--- config.mk ---
export PLATFORM = sky130hd
export DESIGN_NAME = adps_port_select
export DESIGN_NICKNAME = d
export VERILOG_FILES = /design/src/verilog/adps_pkg.sv /design/src/verilog/adps_pin_decode.sv /design/src/verilog/adps_port_select.sv
export VERILOG_INCLUDE_DIRS = /design/src /design/src/verilog
export SDC_FILE = /design/constraint.sdc
export NUM_CORES = 1
export LEC_CHECK = 0
export CORE_MARGIN = 2
export CORE_UTILIZATION = 37
export CTS_BUF_LIST = sky130_fd_sc_hd__clkbuf_16
export DETAILED_ROUTE_END_ITERATION = 10
export DONT_BUFFER_PORTS = 1
export MAX_ROUTING_LAYER = met4
export PLACE_DENSITY = 0.47
export SKIP_LAST_GASP = 1
export SLEW_MARGIN = 20
export SYNTH_ARGS = -nofsm -noshare
export SYNTH_HDL_FRONTEND = slang
export SYNTH_SLANG_ARGS = --single-unit
--- constraint.sdc ---
create_clock -name clock -period 2.5 [get_ports clock]
set_clock_uncertainty 0.2 [all_clocks]
set_input_delay 0.25 -clock clock [delete_from_list [all_inputs] [get_ports clock]]
set_output_delay 0.25 -clock clock [all_outputs]
set_load 0.01 [all_outputs]
--- src/verilog/adps_params.svh ---
/*
 * Addresses, reset values and field constants of the analog/digital port select block.
 * Assumes inclusion by bare name from the design files of this block.
 */
`ifndef ADPS_PARAMS_SVH
`define ADPS_PARAMS_SVH

`define ADPS_CFG_ADDR 16'hFF8F
`define ADPS_SEG_ADDR 16'hFFB5
`define ADPS_CFG_RESET 8'h08
`define ADPS_SEG_RESET 8'h00
`define ADPS_CFG_FIELD_MSB 3
`define ADPS_CFG_FIELD_ZERO 4'h0
`define ADPS_CFG_ALL_ANALOG 4'h0
`define ADPS_CFG_SAR_ONLY_FIRST 4'h5
`define ADPS_CFG_ALL_DIGITAL 4'h8
`define ADPS_ALL_PINS 8'hFF
`define ADPS_NO_PINS 8'h00
`define ADPS_ONE_HOT_BASE 8'h01
`define ADPS_READ_IDLE 8'h00

`endif

--- src/verilog/adps_pkg.sv ---
/*
 * Types shared by the analog/digital port select block.
 * Assumes nothing beyond a SystemVerilog compiler.
 */
package adps_pkg;

	typedef enum logic [0:0] {
		ADPS_IDLE = 1'b0,
		ADPS_WAIT = 1'b1
	} adps_state_e;

	typedef logic [7:0] adps_byte_t;

endpackage

--- src/verilog/adps_pin_decode.sv ---
/*
 * Combinational decode of the pin selection field into per-pin analog masks.
 * Assumes the field value comes from the configuration register of the top module.
 */
`timescale 1ns/1ps
`include "adps_params.svh"

module adps_pin_decode #(
	parameter int PINS = 8
) (
	input wire logic [`ADPS_CFG_FIELD_MSB:0] field,
	output logic [PINS-1:0] analog_mask,
	output logic [PINS-1:0] delta_sigma_ok
);

	// pins at and above the field value are analog; 5..7 keep top pins for the sar converter only
	function automatic logic [PINS-1:0] analog_of(input logic [`ADPS_CFG_FIELD_MSB:0] f);
		logic [PINS-1:0] m;
		m = '0;
		if (f <= `ADPS_CFG_ALL_DIGITAL) begin
			m = {PINS{1'b1}} << f;
		end
		// prohibited codes fall back to all digital so no pad is left floating
		return m;
	endfunction

	always_comb begin
		analog_mask = analog_of(field);
		delta_sigma_ok = (field < `ADPS_CFG_SAR_ONLY_FIRST) ? analog_mask : '0;
	end

endmodule // adps_pin_decode

--- src/verilog/adps_port_select.sv ---
/*
 * Analog/digital pin selection for the eight shared port-2 pins, with its two
 * special function registers, the write wait cycle and the segment override.
 * Assumes a cpu access port synchronous to clock that holds a write while
 * sfr_wait is high, and port-2 logic that supplies output data and direction.
 */
// Contract
// - field 0 makes all pins analog, 1..4 make the lowest 1..4 digital, 5..7 leave top 3..1 analog for sar only, 8 all digital, others prohibited.
// - the configuration register is 8 bits, field in bits 3..0, bits 7..4 always zero.
// - reset loads the configuration register with 08h so all pins are digital.
// - the configuration register takes bit writes and byte writes, a bit write touching only its bit.
// - every configuration write inserts one wait cycle before it completes.
// - a pin selected for segment output drives segment data whatever the configuration says.
// - port 2 is an 8-bit per-bit-direction port that leaves reset as digital input.
`timescale 1ns/1ps
`include "adps_params.svh"

module adps_port_select #(
	parameter int PINS = 8
) (
	input wire logic clock,
	input wire logic sys_rst,
	input wire logic [15:0] sfr_addr,
	input wire logic sfr_wr,
	input wire logic sfr_rd,
	input wire logic sfr_bit_op,
	input wire logic [2:0] sfr_bit_sel,
	input wire logic sfr_bit_val,
	input wire logic [7:0] sfr_wdata,
	output logic [7:0] sfr_rdata,
	output logic sfr_wait,
	input wire logic [PINS-1:0] port_out,
	input wire logic [PINS-1:0] port_two_direction,
	input wire logic [PINS-1:0] seg_data,
	input wire logic [PINS-1:0] pad_in,
	output logic [PINS-1:0] pad_out,
	output logic [PINS-1:0] pad_oe,
	output logic [PINS-1:0] pad_ie,
	output logic [PINS-1:0] port_in,
	output logic [PINS-1:0] sar_channel_en,
	output logic [PINS-1:0] delta_sigma_channel_en
);

	adps_pkg::adps_state_e state_q, state_d;
	adps_pkg::adps_byte_t cfg_q, cfg_d;
	adps_pkg::adps_byte_t pend_q, pend_d;
	adps_pkg::adps_byte_t seg_q, seg_d;
	adps_pkg::adps_byte_t rdata_q, rdata_d;
	logic wait_q, wait_d;
	logic [PINS-1:0] amask;
	logic [PINS-1:0] ds_ok;
	logic [PINS-1:0] pad_out_q, pad_out_d;
	logic [PINS-1:0] pad_oe_q, pad_oe_d;
	logic [PINS-1:0] pad_ie_q, pad_ie_d;
	logic [PINS-1:0] port_in_q, port_in_d;
	logic [PINS-1:0] sar_q, sar_d;
	logic [PINS-1:0] ds_q, ds_d;
	logic cfg_hit;
	logic seg_hit;

	// bit operation or whole byte, applied to the current value
	function automatic adps_pkg::adps_byte_t merge(input adps_pkg::adps_byte_t cur, input logic bit_op,
			input logic [2:0] sel, input logic val, input adps_pkg::adps_byte_t wdata);
		adps_pkg::adps_byte_t r;
		r = wdata;
		if (bit_op) begin
			r = cur;
			r[sel] = val;
		end
		return r;
	endfunction

	assign cfg_hit = (sfr_addr == `ADPS_CFG_ADDR);
	assign seg_hit = (sfr_addr == `ADPS_SEG_ADDR);

	adps_pin_decode #(
		.PINS(PINS)
	) u_decode (
		.field(cfg_q[`ADPS_CFG_FIELD_MSB:0]),
		.analog_mask(amask),
		.delta_sigma_ok(ds_ok)
	);

	// register access and the configuration write wait
	always_comb begin
		state_d = state_q;
		cfg_d = cfg_q;
		pend_d = pend_q;
		seg_d = seg_q;
		wait_d = 1'b0;
		rdata_d = `ADPS_READ_IDLE;
		unique case (state_q)
			adps_pkg::ADPS_IDLE: begin
				if (sfr_wr && cfg_hit) begin
					// commit is deferred one cycle so the cpu sees the wait first
					pend_d = merge(cfg_q, sfr_bit_op, sfr_bit_sel, sfr_bit_val, sfr_wdata);
					pend_d[7:`ADPS_CFG_FIELD_MSB+1] = `ADPS_CFG_FIELD_ZERO;
					wait_d = 1'b1;
					state_d = adps_pkg::ADPS_WAIT;
				end else if (sfr_wr && seg_hit) begin
					seg_d = merge(seg_q, sfr_bit_op, sfr_bit_sel, sfr_bit_val, sfr_wdata);
				end
				if (sfr_rd && cfg_hit) begin
					rdata_d = cfg_q;
				end else if (sfr_rd && seg_hit) begin
					rdata_d = seg_q;
				end
			end
			adps_pkg::ADPS_WAIT: begin
				// held request is ignored here; the write completes as wait drops
				cfg_d = pend_q;
				state_d = adps_pkg::ADPS_IDLE;
			end
		endcase
	end

	always_ff @(posedge clock or posedge sys_rst) begin
		if (sys_rst) begin
			state_q <= adps_pkg::ADPS_IDLE;
			cfg_q <= `ADPS_CFG_RESET;
			pend_q <= `ADPS_CFG_RESET;
			seg_q <= `ADPS_SEG_RESET;
			wait_q <= 1'b0;
			rdata_q <= `ADPS_READ_IDLE;
		end else begin
			state_q <= state_d;
			cfg_q <= cfg_d;
			pend_q <= pend_d;
			seg_q <= seg_d;
			wait_q <= wait_d;
			rdata_q <= rdata_d;
		end
	end

	// per-pin routing; segment select overrides the analog field
	always_comb begin
		sar_d = amask & ~seg_q;
		ds_d = ds_ok & ~seg_q;
		pad_ie_d = ~amask & ~seg_q;
		// direction bit high means input; analog pins have the driver gated off whatever the direction bit says
		pad_oe_d = seg_q | (~amask & ~port_two_direction);
		pad_out_d = (seg_q & seg_data) | (~seg_q & ~amask & port_out);
		port_in_d = pad_in & pad_ie_q;
	end

	always_ff @(posedge clock or posedge sys_rst) begin
		if (sys_rst) begin
			sar_q <= `ADPS_NO_PINS;
			ds_q <= `ADPS_NO_PINS;
			pad_ie_q <= `ADPS_ALL_PINS;
			pad_oe_q <= `ADPS_NO_PINS;
			pad_out_q <= `ADPS_NO_PINS;
			port_in_q <= `ADPS_NO_PINS;
		end else begin
			sar_q <= sar_d;
			ds_q <= ds_d;
			pad_ie_q <= pad_ie_d;
			pad_oe_q <= pad_oe_d;
			pad_out_q <= pad_out_d;
			port_in_q <= port_in_d;
		end
	end

	assign sfr_rdata = rdata_q;
	assign sfr_wait = wait_q;
	assign pad_out = pad_out_q;
	assign pad_oe = pad_oe_q;
	assign pad_ie = pad_ie_q;
	assign port_in = port_in_q;
	assign sar_channel_en = sar_q;
	assign delta_sigma_channel_en = ds_q;
endmodule // adps_port_select

# Word level (Yosys, flattened, before mapping)
# Index checks and enable logic that the tools add are counted.
dict set report word_totals {
  out_inout_bits 57
  ff_bits 74
  wordCells 54
}
dict set report classes {
  n_reduce_logical 7
  mux 14
  bitwise_logic 14
  n_eq_ne 2
  magnitude_cmp 4
  shift 1
}
# operator n
set ops {}
lappend ops {{$and A8 B8 Y8} 7}
lappend ops {{$mux W8} 6}
lappend ops {{$eq A16 B16 Y1 const B} 2}
lappend ops {{$not A8 Y8} 3}
lappend ops {{$bwmux W8} 2}
lappend ops {{$or A8 B8 Y8} 2}
lappend ops {{$shl A8 B4 Y8 const A} 1}
lappend ops {{$logic_and A1 B1 Y1} 5}
lappend ops {{$le A4 B4 Y1 const B} 1}
lappend ops {{$lt A3 B4 Y1 const B} 1}
lappend ops {{$lt A4 B3 Y1 const B} 1}
lappend ops {{$mux W4} 1}
lappend ops {{$demux W1 S3} 1}
lappend ops {{$ge A3 B1 Y1 const B} 1}
lappend ops {{$mux W1} 3}
lappend ops {{$reduce_and A3 Y1} 1}
lappend ops {{$not A1 Y1} 2}
lappend ops {{$pmux W1 S2} 1}
lappend ops {{$reduce_and A2 Y1} 1}

# Logic depth before layout (Yosys ltp)
dict set report depth {
  word_depth 6
  mapped_depth 5
  depth_no_buf 4
}

# Hierarchy
# A second synthesis with hierarchy kept.
dict set report hier_totals {
  hier_cells 242
  area_unflattened_um2 2991.6
}
# mod area_per_inst_um2 cells_per_inst instances seq_area_each_um2
set modules_own_cells {}
lappend modules_own_cells {adps_port_select 2866.5 222 1 1839.3}
lappend modules_own_cells {adps_pin_decode 125.1 20 1 0.0}

# Worst setup path before layout
# No wires, ideal clock.
dict set report synth_timing {
  path_kind {flip-flop to flip-flop}
  startpoint {register state_q}
  endpoint {register seg_q[5]}
  path_slack_ps 731
  stages_incl_launch_ff 6
  n_path_buf 1
  setup_ps 125
  required_ps 2175
  t_arrival_ps 1444
  path_cell_list {dfrtp_1 > and3b_1 > and4_1 > buf_6 > nand3_2 > mux2_4}
}
dict set report synth_via {
  elab_chain_len 2
}
# element line
set synth_lines {}
lappend synth_lines {{from (decl)} adps_port_select.sv:44} ;# adps_pkg::adps_state_e state_q, state_d;
lappend synth_lines {{from (signal assigned)} adps_port_select.sv:119} ;# state_q <= adps_pkg::ADPS_IDLE;
lappend synth_lines {{from (signal assigned)} adps_port_select.sv:126} ;# state_q <= state_d;
lappend synth_lines {{$not A1 Y1} --}
lappend synth_lines {{$reduce_and A3 Y1 (no line)} --}
lappend synth_lines {{to (signal assigned)} adps_port_select.sv:122} ;# seg_q <= `ADPS_SEG_RESET;
lappend synth_lines {{to (signal assigned)} adps_port_select.sv:129} ;# seg_q <= seg_d;
lappend synth_lines {{to (decl)} adps_port_select.sv:47} ;# adps_pkg::adps_byte_t seg_q, seg_d;
# Every way passes these cells.
# A chain may end at the register's enable or synchronous reset.

# Worst setup path in the final report
dict set report layout_timing {
  startpoint {register state_q}
  endpoint {register pend_q[3]}
}
dict set report layout_via {
  elab_chain_len 2
}
# element line
set layout_lines {}
lappend layout_lines {{$not A1 Y1} --}
lappend layout_lines {{$reduce_and A2 Y1 (no line)} --}
lappend layout_lines {{to (signal assigned)} adps_port_select.sv:121} ;# pend_q <= `ADPS_CFG_RESET;
lappend layout_lines {{to (signal assigned)} adps_port_select.sv:128} ;# pend_q <= pend_d;
lappend layout_lines {{to (decl)} adps_port_select.sv:46} ;# adps_pkg::adps_byte_t pend_q, pend_d;
# Every way passes these cells.

==> metrics.md <==
| Metric | Value |
|---|---|
| Routed WL | `between 6000 and 7000 µm` |
| Final Instance Area | `3790 µm²` |
| Reg2Reg Depth | `5` |
| Unrepaired setup endpoints after global routing | `no` |
| Antenna violations before repair | `0` |
| Setup TNS | `0 ns` |
| P per Cell Area | `696 nW/µm²` |
| Reg power frac | `0.450` |
| CTS sink count | `73` |
| Fill cells | `721` |
| P_leak | `1.74 nW` |
| Core Util, Final | `0.488` |
| Gr ovfl total | `0` |
| WL/cell | `16.5 µm` |
| Status | `complete, no violations` |
| Clk slew on worst S/H paths | `0.06 ns` |
| Vias/cell | `5.03` |
| CP peak stage delay | `0.56 ns` |
| Critical Path End Type | `flip-flop` |
| Largest net degree at the start of global routing | `29` |
| Die height | `94.0 µm` |
| TritonCTS clock tree | `done` |
| Mapped Nets | `315` |
| Ys async rst share | `1.00` |
| Power Total | `about 0.0026 W` |
| Vias in the first global route | `2065` |
| Reg-to-Reg Start | `state_q` |
| # DRC | `0` |
| Hold Vio Cnt, Final | `0` |
| Final setup vio count | `0` |
| Slew headroom | `0.604` |
| N_diodes | `0` |
| CP max stage cell | `dlygate4sd3_1` |
| PortBufs | `0` |
| Post-Syn Area | `2990 µm²` |
| Num rows | `32` |
| Fin nets | `356` |
| Commonest non-fill, non-tap cell in the layout | `dfrtp_1` |
| Sequential-to-total area share from yosys stat | `0.614` |
| Clock tree root driver cell | `clkbuf_16` |
| Internal power | `0.00211 W` |
| Hold Crit Class | `primary input to flip-flop` |
| Htree depth | `3` |
| Mapped Avg Cell Area | `12.0 µm²` |
| Slew @ Worst Pin | `0.593 ns` |
| Gr usage total | `0.161` |
| Syn. warnings | `0` |
| Clock share of power | `0.511` |
| Clk_lat worst skew | `between 0.3 and 0.4 ns` |
| Sw power | `0.000527 W` |
| F_max | `approximately 440 MHz` |
| Post-synth EDFFs | `0` |
| MaxCap Viol Count | `0` |
| Flops & latches, synth | `73` |
| Combinational power share | `0.039` |
| Ports | `122` |
| Total iterations of the first detailed-routing run | `4` |
| Final antenna-violating net count | `0` |
| Starting Density | `0.385` |
| HP Start | `sfr_bit_op` |
| Placer Congestion | `0.763` |
| CP required | `2.56 ns` |
| Share of cells above drive strength 1 | `0.189` |
| CP Class | `flip-flop to flip-flop` |
| Critical path arrival | `2.36 ns` |
| Hold path cells | `3` |
| Crit path from | `state_q` |
| Crit path cell chain | `and3b_1, and4_1, nand2_4, mux2i_1, dlygate4sd3_1` |
| Sw Ratio | `0.200` |
| Critical Path Fanout Max | `9` |
| Dpl cell area | `roughly 3100 µm²` |
| First-pass GRT wire length | `approximately 11000 µm` |
| Dpl hpwl | `4670 µm` |
| Area growth syn-to-layout | `26.5%` |
| Initial DRC count | `78` |
| Fin. max-slew vios | `0` |
| Top FF cell, synth | `dfrtp_1` |
| Fin crit share | `0.918` |
| CP Launch Type | `flip-flop` |
| Via count | `2001` |
| Post-route minimum period | `2.29 ns` |
| Commonest cells after routing, fill and taps aside | `dfrtp_1 (63), dlygate4sd3_1 (37), nor2_1 (20), o21ai_0 (16), and2_1 (14)` |
| Area of the core | `7770 µm²` |
| Mapped Cells | `250` |
| VDD IR max | `around 0.00040 V` |
| TritonCTS Buffers | `9` |
| Clock tree buffer depth | `2` |
| Library cells used by synthesis | `40` |
| Die area | `just under 9000 µm²` |
| Post_cts resized | `0` |
| Floorplan die width | `94.0 µm` |
==> power by group through the flow <==
stage,clock network (W),logic (W),registers (W)
floorplan,0,0.0000609,0.00121
global placement,0,0.0000707,0.00121
detailed placement,0,0.0000709,0.00121
CTS,0.00139,0.000107,0.00118
global route,0.00144,0.000119,0.00118
finish,0.00135,0.000104,0.00119
==> layer usage <==
metal | vias to the layer above | part of all wire | GRT usage
met5 | - | 0 | -
met4 | 0 | 0.0076 | 0.0652
met3 | 8 | 0.073 | 0.0377
met2 | 87 | 0.46 | 0.237
met1 | 956 | 0.46 | 0.216
li1 | 950 | - | -
==> stage by stage <==
| step | setup WS, ns | hold slack (ns) | instances |
|---|---|---|---|
| after CTS | 0.203 | 0.0140 | 398 |
| final | 0.206 | 0.0271 | 398 |
| after detailed placement | 0.558 | 0.0389 | 345 |
| after floorplan | 0.213 | 0.120 | 250 |
| after global placement | 0.596 | 0.0287 | 345 |
| after global routing | 0.0520 | 0.0282 | 398 |
==> worst max-delay path: cells and delay by family (launching register included) <==
family / cells / cell delay (ns)
buf+inv: 1 / 0.56
flops: 1 / 0.37
mux: 1 / 0.17
simple gates: 3 / 0.93
==> flip-flops by register name, indices dropped and copies added, names as in the netlist <==
name                    count
delta_sigma_channel_en      8
pad_out                     8
cfg_q                       4
state_q                     1
pend_q                      4
pad_oe                      8
pad_ie                      8
sar_channel_en              8
sfr_rdata                   8
port_in                     8
seg_q                       8
==> cell usage after synthesis, types with 2 or more instances <==
cell       n  area (µm²)
a21o_1     2        15.0
a21oi_1    2        10.0
a22o_1     5        43.8
a22oi_1    4        30.0
a31o_2     2        17.5
a31oi_1    3        18.8
a41o_1     2        20.0
and2_1    14        87.6
and3_1     2        12.5
and4_1     2        17.5
buf_1      2        7.51
buf_2      4        20.0
clkbuf_1   5        18.8
dfrtp_1   63        1580
dfstp_2   10         263
inv_1     12        45.0
mux2_4    10         150
mux2i_1    3        30.0
nand2_1   12        45.0
nand3_1    2        10.0
nand3_2    7        70.1
nand4_1    5        31.3
nor2_1    20        75.1
nor2b_1   10        62.6
nor3_1     4        20.0
nor3_2     2        20.0
nor4_1     5        31.3
o21ai_0   16        80.1
o21bai_1   8        60.1
o31ai_1    2        15.0
==> logic make-up (layout without fill, tap and decap cells) <==
family | Yosys count | count (layout) | share of synthesized area
AND/OR/NAND/NOR | 91 | 91 | 0.178
flip-flops | 73 | 73 | 0.614
AO/OA/AOI/OAI | 48 | 48 | 0.109
buffers and inverters | 24 | 70 | 0.0343
multiplexers | 14 | 14 | 0.0639
==> cell type report <==
type	instances	area, µm²	share of cell area
Timing Repair Buffer	42	408	0.108
Clock buffer	9	225	0.0594
Sequential cell	73	1840	0.485
Inverter	12	45.0	0.0119
Multi-Input combinational cell	153	1050	0.278
Tap cell	102	128	0.0337
Clock inverter	7	91.3	0.0241
==> timing repair <==
action	in CTS	in global routing
hold buffers	37	0
hold endpoints to repair	48	0
buffers inserted	0	0
==> worst paths after layout <==
kind                                      to  slack [ns]
setup reg to reg                   pend_q[3]        0.21
max in group asynchronous          pad_ie[3]        1.07
min in group asynchronous  sar_channel_en[7]        0.26
hold / removal                      seg_q[3]        0.03
setup / recovery                   pend_q[3]        0.21
hold reg to reg                     cfg_q[2]        0.29
Power figures use the tool's default switching activity.
